### config.mk
export PLATFORM = sky130hd
export DESIGN_NAME = acp_regs
export DESIGN_NICKNAME = d
export VERILOG_FILES = /design/src/acp_pkg.sv /design/src/acp_shadow.sv /design/src/acp_regs.sv
export SDC_FILE = /design/constraint.sdc
export NUM_CORES = 1
export LEC_CHECK = 0
export ABC_AREA = 1
export BUFFER_PORTS_ARGS = -buffer_cell sky130_fd_sc_hd__buf_4
export CAP_MARGIN = 20
export CORE_UTILIZATION = 55
export DETAILED_ROUTE_END_ITERATION = 10
export PLACE_DENSITY = 0.74
export SLEW_MARGIN = 20
export SYNTH_ARGS = -nofsm -noshare
export SYNTH_HDL_FRONTEND = slang
export SYNTH_HIERARCHICAL = 1
export SYNTH_SLANG_ARGS = --single-unit
### constraint.sdc
create_clock -name mclk_i -period 8 [get_ports mclk_i]
set_clock_uncertainty 0.2 [all_clocks]
set_input_delay 0.8 -clock mclk_i [delete_from_list [all_inputs] [get_ports mclk_i]]
set_output_delay 0.8 -clock mclk_i [all_outputs]
set_load 0.01 [all_outputs]
### src/acp_pkg.sv
// acp_pkg: constants for the accelerometer configuration and power register group
// assumes a byte-wide register port with 8-bit addresses
package acp_pkg;
  localparam logic [7:0] ACP_ADDR_RANGE   = 8'h0F;
  localparam logic [7:0] ACP_ADDR_BW      = 8'h10;
  localparam logic [7:0] ACP_ADDR_LPW     = 8'h11;
  localparam logic [7:0] ACP_ADDR_LOWPWR  = 8'h12;
  localparam logic [7:0] ACP_ADDR_HBW     = 8'h13;
  localparam logic [7:0] ACP_ADDR_SRST    = 8'h14;
  localparam logic [3:0] ACP_RST_RANGE    = 4'h3;
  localparam logic [4:0] ACP_RST_BW       = 5'h0F;
  localparam logic [7:0] ACP_SRST_CODE    = 8'hB6;
  localparam logic [3:0] ACP_RANGE_2G     = 4'h3;
  localparam logic [3:0] ACP_RANGE_4G     = 4'h5;
  localparam logic [3:0] ACP_RANGE_8G     = 4'h8;
  localparam logic [3:0] ACP_RANGE_16G    = 4'hC;
  localparam int         ACP_LPW_SUSP_BIT = 7;
  localparam int         ACP_LPW_LP_BIT   = 6;
  localparam int         ACP_LPW_DEEP_BIT = 5;
  localparam int         ACP_LP_MODE_BIT  = 6;
  localparam int         ACP_LP_TBASE_BIT = 5;
  localparam int         ACP_HBW_UNF_BIT  = 7;
  localparam int         ACP_HBW_SHD_BIT  = 6;
  localparam int         ACP_CLK_MHZ      = 100;
  localparam int         ACP_SRST_DLY_US  = 2;
  localparam int         ACP_SRST_CYC     = ACP_SRST_DLY_US * ACP_CLK_MHZ;
  localparam int         ACP_US_CYC       = ACP_CLK_MHZ;
  localparam int         ACP_ACTIVE_US    = 100;
  localparam int         ACP_SLOW_WR_US   = 1;
  localparam int         ACP_SLOW_WR_CYC  = ACP_SLOW_WR_US * ACP_CLK_MHZ;
  typedef enum logic [4:0] {
    ACP_PWR_NORMAL  = 5'b00001,
    ACP_PWR_DEEP    = 5'b00010,
    ACP_PWR_DUTY    = 5'b00100,
    ACP_PWR_SUSPEND = 5'b01000,
    ACP_PWR_ILLEGAL = 5'b10000
  } acp_pwr_e;
  typedef enum logic [1:0] {
    ACP_DC_ACTIVE = 2'b01,
    ACP_DC_SLEEP  = 2'b10
  } acp_dc_e;
endpackage

### src/acp_shadow.sv
// acp_shadow: per-axis high-byte lock for coherent low/high reads
// assumes one-cycle read strobes per axis byte from the register port
module acp_shadow
  import acp_pkg::*;
#(
  parameter int AXES = 3
) (
  input  wire logic              mclk_i,
  input  wire logic              reset_i,
  input  wire logic              shadow_en_i,
  input  wire logic [AXES*8-1:0] live_msb_i,
  input  wire logic [AXES-1:0]   lsb_rd_i,
  input  wire logic [AXES-1:0]   msb_rd_i,
  output logic      [AXES*8-1:0] msb_o,
  output logic      [AXES-1:0]   locked_o
);
  logic [AXES-1:0]   lock_ff;
  logic [AXES*8-1:0] hold_ff;

  always_ff @(posedge mclk_i) begin
    if (reset_i) begin
      lock_ff <= '0;
    end else begin
      for (int i = 0; i < AXES; i++) begin
        if (!shadow_en_i || msb_rd_i[i]) begin
          lock_ff[i] <= 1'b0;
        end else if (lsb_rd_i[i]) begin
          lock_ff[i] <= 1'b1;
        end
      end
    end
  end

  always_ff @(posedge mclk_i) begin
    if (reset_i) begin
      hold_ff <= '0;
    end else begin
      for (int i = 0; i < AXES; i++) begin
        if (!lock_ff[i]) begin
          hold_ff[i*8 +: 8] <= live_msb_i[i*8 +: 8];
        end
      end
    end
  end

  assign msb_o    = hold_ff;
  assign locked_o = lock_ff;
endmodule

### src/acp_regs.sv
// acp_regs: accelerometer range, bandwidth, power mode, output format and soft reset registers
// assumes a synchronous byte-wide register port: one-cycle write strobe, read data one cycle later
//
// Overview of operation
// range field codes 0011, 0101, 1000, 1100 select 2, 4, 8, 16 g.
// host writes only the four defined range codes.
// bandwidth code 00xxx is 7.81 Hz, doubling upward, 1xxxx is 1000 Hz.
// power triple decodes to normal, deepest sleep, duty-cycled, suspend or illegal.
// host moves only between permitted power states.
// sleep-duration code sets sleep length 0.5 ms up to 1 s.
// lean sub-config drops FIFO in low states; host slows register writes.
// FIFO-keeping sub-config keeps FIFO and full-speed writes.
// time-base bit selects event-driven or equidistant timing in duty cycle.
// evenly spaced FIFO entry only with equidistant time base.
// unfiltered select bit chooses unfiltered or filtered output samples.
// shadow-disable bit turns shadowing off; resets to one in 8-bit mode.
// reading an axis low byte freezes its high byte.
// reading the high byte releases the freeze.
// writing 0xB6 to soft-reset starts a reset; other values ignored.
// after a delay, all settings return to defaults.
// soft-reset code accepted in every power state.
// duty-cycled state alternates active phases and sleep phases.
module acp_regs
  import acp_pkg::*;
#(
  parameter int AXES       = 3,
  parameter int SRST_CYC   = ACP_SRST_CYC,
  parameter int ACTIVE_CYC = ACP_ACTIVE_US * ACP_US_CYC,
  parameter int US_CYC     = ACP_US_CYC
) (
  input  wire logic              mclk_i,
  input  wire logic              reset_i,
  input  wire logic              eight_bit_mode_i,
  input  wire logic              wr_en_i,
  input  wire logic              rd_en_i,
  input  wire logic [7:0]        addr_i,
  input  wire logic [7:0]        wdata_i,
  input  wire logic [AXES*8-1:0] live_msb_i,
  input  wire logic [AXES-1:0]   lsb_rd_i,
  input  wire logic [AXES-1:0]   msb_rd_i,
  output logic      [7:0]        rdata_o,
  output logic      [AXES*8-1:0] msb_o,
  output logic      [3:0]        range_o,
  output logic      [4:0]        filter_bandwidth_code_o,
  output logic      [4:0]        power_state_o,
  output logic                   sleep_phase_o,
  output logic                   sample_tick_o,
  output logic                   fifo_available_o,
  output logic                   wr_ready_o,
  output logic                   equidistant_o,
  output logic                   unfiltered_output_select_o,
  output logic                   shadow_en_o,
  output logic                   soft_reset_busy_o
);
  ////////////////////////////////////////////////////////////////////////////
  function automatic acp_pwr_e pwr_decode(input logic [2:0] t);
    case (t)
      3'b000:  pwr_decode = ACP_PWR_NORMAL;
      3'b001:  pwr_decode = ACP_PWR_DEEP;
      3'b010:  pwr_decode = ACP_PWR_DUTY;
      3'b100:  pwr_decode = ACP_PWR_SUSPEND;
      default: pwr_decode = ACP_PWR_ILLEGAL;
    endcase
  endfunction

  // sleep length in microseconds
  function automatic int sleep_us(input logic [3:0] c);
    case (c)
      4'h6:    sleep_us = 1000;
      4'h7:    sleep_us = 2000;
      4'h8:    sleep_us = 4000;
      4'h9:    sleep_us = 6000;
      4'hA:    sleep_us = 10000;
      4'hB:    sleep_us = 25000;
      4'hC:    sleep_us = 50000;
      4'hD:    sleep_us = 100000;
      4'hE:    sleep_us = 500000;
      4'hF:    sleep_us = 1000000;
      default: sleep_us = 500;
    endcase
  endfunction

  // sample period in clock cycles, from bandwidth code (odr = 2 x bw)
  function automatic int bw_period(input logic [4:0] c);
    int idx;
    idx = 0;
    if (c[4]) begin
      idx = 7;
    end else if (c[3]) begin
      idx = int'(c[2:0]);
    end
    bw_period = (64 * US_CYC) >> idx;
    if (bw_period < 1) begin
      bw_period = 1;
    end
  endfunction

  ////////////////////////////////////////////////////////////////////////////
  logic [3:0]  range_ff;
  logic [4:0]  bw_ff;
  logic [2:0]  pwr_ff;
  logic [3:0]  sleep_dur_ff;
  logic        lp_mode_ff;
  logic        tbase_ff;
  logic        unf_ff;
  logic        shd_dis_ff;
  logic        srst_busy_ff;
  logic [31:0] srst_cnt_ff;
  logic        cfg_rst;
  logic        wr_hit;
  logic [31:0] slow_cnt_ff;
  logic        wr_ready_ff;
  acp_pwr_e    pwr_state;
  logic        low_state;
  logic [7:0]  rdata_ff;
  logic [7:0]  nxt_rdata;

  assign pwr_state = pwr_decode(pwr_ff);
  assign low_state = (pwr_state == ACP_PWR_DUTY) || (pwr_state == ACP_PWR_SUSPEND);
  assign cfg_rst   = reset_i || (srst_busy_ff && srst_cnt_ff == 32'd0);
  assign wr_hit    = wr_en_i && wr_ready_ff && !srst_busy_ff;

  ////////////////////////////////////////////////////////////////////////////
  // configuration registers
  always_ff @(posedge mclk_i) begin
    if (cfg_rst) begin
      range_ff     <= ACP_RST_RANGE;
      bw_ff        <= ACP_RST_BW;
      pwr_ff       <= 3'h0;
      sleep_dur_ff <= 4'h0;
      lp_mode_ff   <= 1'b0;
      tbase_ff     <= 1'b0;
      unf_ff       <= 1'b0;
      shd_dis_ff   <= eight_bit_mode_i;
    end else if (wr_hit) begin
      case (addr_i)
        ACP_ADDR_RANGE:  range_ff <= wdata_i[3:0];
        ACP_ADDR_BW:     bw_ff <= wdata_i[4:0];
        ACP_ADDR_LPW: begin
          pwr_ff       <= {wdata_i[ACP_LPW_SUSP_BIT], wdata_i[ACP_LPW_LP_BIT], wdata_i[ACP_LPW_DEEP_BIT]};
          sleep_dur_ff <= wdata_i[4:1];
        end
        ACP_ADDR_LOWPWR: begin
          lp_mode_ff <= wdata_i[ACP_LP_MODE_BIT];
          tbase_ff   <= wdata_i[ACP_LP_TBASE_BIT];
        end
        ACP_ADDR_HBW: begin
          unf_ff     <= wdata_i[ACP_HBW_UNF_BIT];
          shd_dis_ff <= wdata_i[ACP_HBW_SHD_BIT];
        end
        default: ;
      endcase
    end
  end

  ////////////////////////////////////////////////////////////////////////////
  // soft reset command, taken in any power state
  always_ff @(posedge mclk_i) begin
    if (reset_i) begin
      srst_busy_ff <= 1'b0;
      srst_cnt_ff  <= 32'd0;
    end else if (srst_busy_ff) begin
      if (srst_cnt_ff == 32'd0) begin
        srst_busy_ff <= 1'b0;
      end else begin
        srst_cnt_ff <= srst_cnt_ff - 32'd1;
      end
    end else if (wr_en_i && addr_i == ACP_ADDR_SRST && wdata_i == ACP_SRST_CODE) begin
      srst_busy_ff <= 1'b1;
      srst_cnt_ff  <= 32'(SRST_CYC - 1);
    end
  end

  ////////////////////////////////////////////////////////////////////////////
  // write pacing in lean sub-config low states
  always_ff @(posedge mclk_i) begin
    if (cfg_rst) begin
      slow_cnt_ff <= 32'd0;
      wr_ready_ff <= 1'b1;
    end else if (wr_hit && low_state && !lp_mode_ff) begin
      slow_cnt_ff <= 32'(ACP_SLOW_WR_CYC - 1);
      wr_ready_ff <= 1'b0;
    end else if (slow_cnt_ff != 32'd0) begin
      slow_cnt_ff <= slow_cnt_ff - 32'd1;
    end else begin
      wr_ready_ff <= 1'b1;
    end
  end

  ////////////////////////////////////////////////////////////////////////////
  // duty cycle sequencer and sample tick
  acp_dc_e     dc_ff;
  logic [31:0] dc_cnt_ff;
  logic [31:0] smp_cnt_ff;
  logic        tick_ff;
  logic [31:0] sleep_cyc;
  assign sleep_cyc = 32'(sleep_us(sleep_dur_ff) * US_CYC);

  always_ff @(posedge mclk_i) begin
    if (cfg_rst || pwr_state != ACP_PWR_DUTY) begin
      dc_ff     <= ACP_DC_ACTIVE;
      dc_cnt_ff <= 32'(ACTIVE_CYC - 1);
    end else begin
      case (dc_ff)
        ACP_DC_ACTIVE: begin
          if (dc_cnt_ff == 32'd0) begin
            dc_ff     <= ACP_DC_SLEEP;
            dc_cnt_ff <= sleep_cyc - 32'd1;
          end else begin
            dc_cnt_ff <= dc_cnt_ff - 32'd1;
          end
        end
        ACP_DC_SLEEP: begin
          if (dc_cnt_ff == 32'd0) begin
            dc_ff     <= ACP_DC_ACTIVE;
            dc_cnt_ff <= 32'(ACTIVE_CYC - 1);
          end else begin
            dc_cnt_ff <= dc_cnt_ff - 32'd1;
          end
        end
        default: begin
          dc_ff     <= ACP_DC_ACTIVE;
          dc_cnt_ff <= 32'd0;
        end
      endcase
    end
  end

  // equidistant base keeps its sample grid through sleep; event base restarts on wake
  always_ff @(posedge mclk_i) begin
    if (cfg_rst) begin
      smp_cnt_ff <= 32'd0;
      tick_ff    <= 1'b0;
    end else begin
      tick_ff <= 1'b0;
      if (pwr_state == ACP_PWR_DUTY && !tbase_ff && dc_ff == ACP_DC_SLEEP) begin
        smp_cnt_ff <= 32'd0;
      end else if (smp_cnt_ff == 32'd0) begin
        smp_cnt_ff <= 32'(bw_period(bw_ff) - 1);
        tick_ff    <= (pwr_state == ACP_PWR_NORMAL) ||
                      (pwr_state == ACP_PWR_DUTY && dc_ff == ACP_DC_ACTIVE);
      end else begin
        smp_cnt_ff <= smp_cnt_ff - 32'd1;
      end
    end
  end

  ////////////////////////////////////////////////////////////////////////////
  // read back
  always_comb begin
    nxt_rdata = 8'h00;
    case (addr_i)
      ACP_ADDR_RANGE:  nxt_rdata = {4'h0, range_ff};
      ACP_ADDR_BW:     nxt_rdata = {3'h0, bw_ff};
      ACP_ADDR_LPW:    nxt_rdata = {pwr_ff, sleep_dur_ff, 1'b0};
      ACP_ADDR_LOWPWR: nxt_rdata = {1'b0, lp_mode_ff, tbase_ff, 5'h00};
      ACP_ADDR_HBW:    nxt_rdata = {unf_ff, shd_dis_ff, 6'h00};
      default:         nxt_rdata = 8'h00;
    endcase
  end

  always_ff @(posedge mclk_i) begin
    if (reset_i) begin
      rdata_ff <= 8'h00;
    end else if (rd_en_i) begin
      rdata_ff <= nxt_rdata;
    end
  end

  ////////////////////////////////////////////////////////////////////////////
  // registered outputs
  logic [4:0] pwr_o_ff;
  logic       sleep_o_ff;
  logic       fifo_o_ff;
  always_ff @(posedge mclk_i) begin
    if (cfg_rst) begin
      pwr_o_ff   <= ACP_PWR_NORMAL;
      sleep_o_ff <= 1'b0;
      fifo_o_ff  <= 1'b1;
    end else begin
      pwr_o_ff   <= pwr_state;
      sleep_o_ff <= (pwr_state == ACP_PWR_DUTY) && (dc_ff == ACP_DC_SLEEP);
      fifo_o_ff  <= !(low_state && !lp_mode_ff);
    end
  end

  acp_shadow #(.AXES(AXES)) u_shadow (
    .mclk_i      (mclk_i),
    .reset_i     (cfg_rst),
    .shadow_en_i (!shd_dis_ff),
    .live_msb_i  (live_msb_i),
    .lsb_rd_i    (lsb_rd_i),
    .msb_rd_i    (msb_rd_i),
    .msb_o       (msb_o),
    .locked_o    ()
  );

  assign rdata_o                    = rdata_ff;
  assign range_o                    = range_ff;
  assign filter_bandwidth_code_o    = bw_ff;
  assign power_state_o              = pwr_o_ff;
  assign sleep_phase_o              = sleep_o_ff;
  assign sample_tick_o              = tick_ff;
  assign fifo_available_o           = fifo_o_ff;
  assign wr_ready_o                 = wr_ready_ff;
  assign equidistant_o              = tbase_ff;
  assign unfiltered_output_select_o = unf_ff;
  assign shadow_en_o                = !shd_dis_ff;
  assign soft_reset_busy_o          = srst_busy_ff;
endmodule

==> results.toml <==
[setup_path]
crit_slowest_cell = "fa_1"
worstPathArrival_ns = 4.33
crit_top_cell = "inv_1"
crit_family = "adder cells"
crit_path_end_kind = "flop"
critPathKind = "reg -> reg"
max_stage_delay_ns = 0.53
path_max_fanout = 5
setup.worst_path.start_class = "flop"
path_cells = "inv_1 -> ha_1 -> inv_1 -> fa_1 -> inv_1 -> ha_1 -> ha_1 -> inv_1 -> fa_1 -> nand2_1 -> nor2_1 -> nand3_1 -> nor2_2 -> inv_1 -> nor2_1 -> nand3_1 -> nor2_1 -> nand3_1 -> o21ai_0 -> nand2_1 -> nand2_1 -> a21oi_1"
worstPathBufferInverterCount = 5
crit_required_ns = 8.15

[cts]
cts_htree_levels = 1
post_cts_resized = 0
cts_tree = "done"
clock-root-buffer = "clkbuf_16"
cts_setup_buffers = 0
cts_buffers = 25
clockBufferDepth = 3
ctsHoldBuffers = 0
insertion_delay_ns = 0.51
cts.sinks = 212
clk_pin_slew_ns = 0.06

[detailed_routing]
wirelength_mm = 34.1
route.detailed.drc = 0
wl_per_cell_um = 13.3
ant_nets = 0
vias = 13350
dr.pass1.iters = 7
drt_iter0_markers = 615
via_per_inst = 5.21

[final_layout]
instances_no_fill = 2560
n_antenna_cell = 0
drive_gt1_share_pct = 11.8
n_fill_cell = 2334
layout.nets = 2355
area_growth_pct = 12.4
fin_util_pct = 63.1

[pwr]
internal-power_w = 0.00234
p_seq_share_pct = 36.0
p_per_area_nw_per_um2 = 233
power_frac_comb_pct = 34.2
leakage_nw = 7.91
p_switching_w = 0.00137
ir_drop_uv = 249
clkPwrFrac_pct = 29.8
p_sw_share_pct = 36.8

[sta]
slew_violations = 0
slew_headroom_pct = 42.5
finalHoldViolations = 0
fmax_mhz = 239
fin_crit_sh_pct = 52.2
setup_viol = 0
tns_ns = 0
finalCriticalPeriod_ns = 4.18
rsz0062_at_grt = "no"
worst_slew_pin_slew_ns = 0.855

[synth]
synth-main-ff-cell = "dfxtp_1"
syn_inst = 2116
synthArstFlopShare_pct = 0
synth_cell_types = 62
netlist.area_leader.share_pct = 29.9
syn_nets = 2259
yosysMostFrequentCell = "nand2_1"
synth.area.top_cells = "dfxtp_1 30%, nand2_1 12%, inv_1 8.4%"
yosys.area.top_type = "dfxtp_1"
synth.avg_cell_area_um2 = 6.69
ys_top_cells_by_count = "464 x nand2_1, 316 x inv_1, 311 x nor2_1"
syn_area_um2 = 14100
synth.yosys.warnings = 6
ys_seq_area_share_pct = 30.1
synth_edf_count = 1
ys_ff_latch = 212

[global_route]
grt_overflow = 0
grt_pass1_wl_mm = 56.4
grt_pass1_vias = 12269
antenna_found_initial = 0
grt_max_degree = 36
grt_usage_pct = 25.5

[flow_run]
drv_cap = 0

[floorplanning]
io_pins = 105
die_y_um = 162
start_util_pct = 56.2
dieArea_um2 = 26400
die_w_um = 162
coreArea_um2 = 25200
num_rows = 58

[outcome]
status = "finished, final reports clean"

[place]
place.port_buffers = 104
placed_cells = 2515
hpwl_mm = 26.6
gp_congestion = 0.935

[hold_path]
hold_path_class = "reg -> reg"
==> through the flow <==
| step | hold slack [ns] | setup WS (ns) | cell area, um^2 | power (W) |
|---|---|---|---|---|
| detailed placement | 0.250 | 3.84 | 15100 | 0.00260 |
| floorplan | 0.220 | 4.26 | 14100 | 0.00233 |
| global placement | 0.247 | 3.98 | 15100 | 0.00258 |
| global route | 0.264 | 3.44 | 15900 | 0.00397 |
| CTS | 0.254 | 3.81 | 15900 | 0.00372 |
| finish | 0.258 | 3.82 | 15900 | 0.00371 |
==> cell families after synthesis <==
logic type | share of synthesized area, %
buf+inv | 10.8
fa+ha+maj | 8.93
xor+xnor | 4.27
simple gates | 35.5
flops | 30.1
compound gates | 10.4
==> layout make-up <==
type	instances	area (um^2)	share of cell area (%)
repair buffers	106	796	5.00
inverters	338	1270	7.98
flip-flops and latches	212	4250	26.8
multi-input cells	1529	8360	52.6
clock buffers	33	696	4.38
well taps	330	413	2.60
clock inverters	12	113	0.708
==> worst reg2reg max path, cell delays in order, from the launching register on <==
cell and delay [ns]:
dfxtp_1 0.41, inv_1 0.11, ha_1 0.28, inv_1 0.05, fa_1 0.49, inv_1 0.04, ha_1 0.26, ha_1 0.21
inv_1 0.07, fa_1 0.53, nand2_1 0.07, nor2_1 0.15, nand3_1 0.13, nor2_2 0.18, inv_1 0.05, nor2_1 0.13
nand3_1 0.11, nor2_1 0.19, nand3_1 0.09, o21ai_0 0.09, nand2_1 0.07, nand2_1 0.06, a21oi_1 0.05
==> final timing paths <==
path | startpoint | to | slack, ns | cells after the start
max | sleep_cyc[6] | dc_cnt_ff[21] | 3.82 | 22
min | pwr_ff[0] | power_state_o[0] | 0.26 | 1
max reg2reg | sleep_cyc[6] | dc_cnt_ff[21] | 3.82 | 22
min reg2reg | pwr_ff[0] | power_state_o[0] | 0.26 | 1
==> layer usage <==
metal	up-vias	GRT usage, %	wire (um)
li1	6964	-	-
met4	0	5.70	661
met2	310	47.0	16700
met5	-	0	0
met1	6025	31.2	14900
met3	51	3.49	1830
==> cell usage in the layout (no fill, tap or decap), types with 3 or more instances in the layout <==
cell,instances
o22ai_1,5
nor3b_1,6
xnor2_1,24
nor2_1,311
inv_2,22
clkbuf_1,4
and2_1,3
nand4_1,43
buf_4,106
nand2_1,464
fa_1,15
or2_2,6
nand3_2,8
clkinv_2,9
nand2_2,17
nand3b_1,5
nor4b_1,5
nor4_1,21
o211ai_1,14
o21ai_1,7
nand3_1,102
ha_1,77
xor2_1,45
nor3_2,5
clkbuf_8,4
nor3_1,60
nor2_4,9
o21a_1,5
nand4_2,3
o31ai_1,3
clkbuf_16,25
dfxtp_1,211
inv_1,316
a211oi_1,12
a21oi_1,118
a31oi_1,14
o21ai_0,63
nor2_2,29
o21ai_2,3
==> state kept, by name (all words and copies together) (netlist names), 2 cells and up, named ones only <==
signal / cells
dc_cnt_ff: 32
slow_cnt_ff: 32
smp_cnt_ff: 32
srst_cnt_ff: 32
u_shadow/msb_o: 24
rdata_o: 8
filter_bandwidth_code_o: 5
power_state_o: 5
range_o: 4
sleep_dur_ff: 4
pwr_ff: 3
sleep_cyc: 3
u_shadow/locked_o: 3
dc_ff: 2
==> power groups by stage <==
stage | sequential, W | combinational [W] | clock [W]
global placement | 0.00135 | 0.00123 | 0
detailed placement | 0.00135 | 0.00125 | 0
floorplan | 0.00133 | 0.00101 | 0
global route | 0.00136 | 0.00145 | 0.00117
finish | 0.00134 | 0.00127 | 0.00111
CTS | 0.00133 | 0.00126 | 0.00113
No activity file was read; power rests on OpenSTA's default activity.
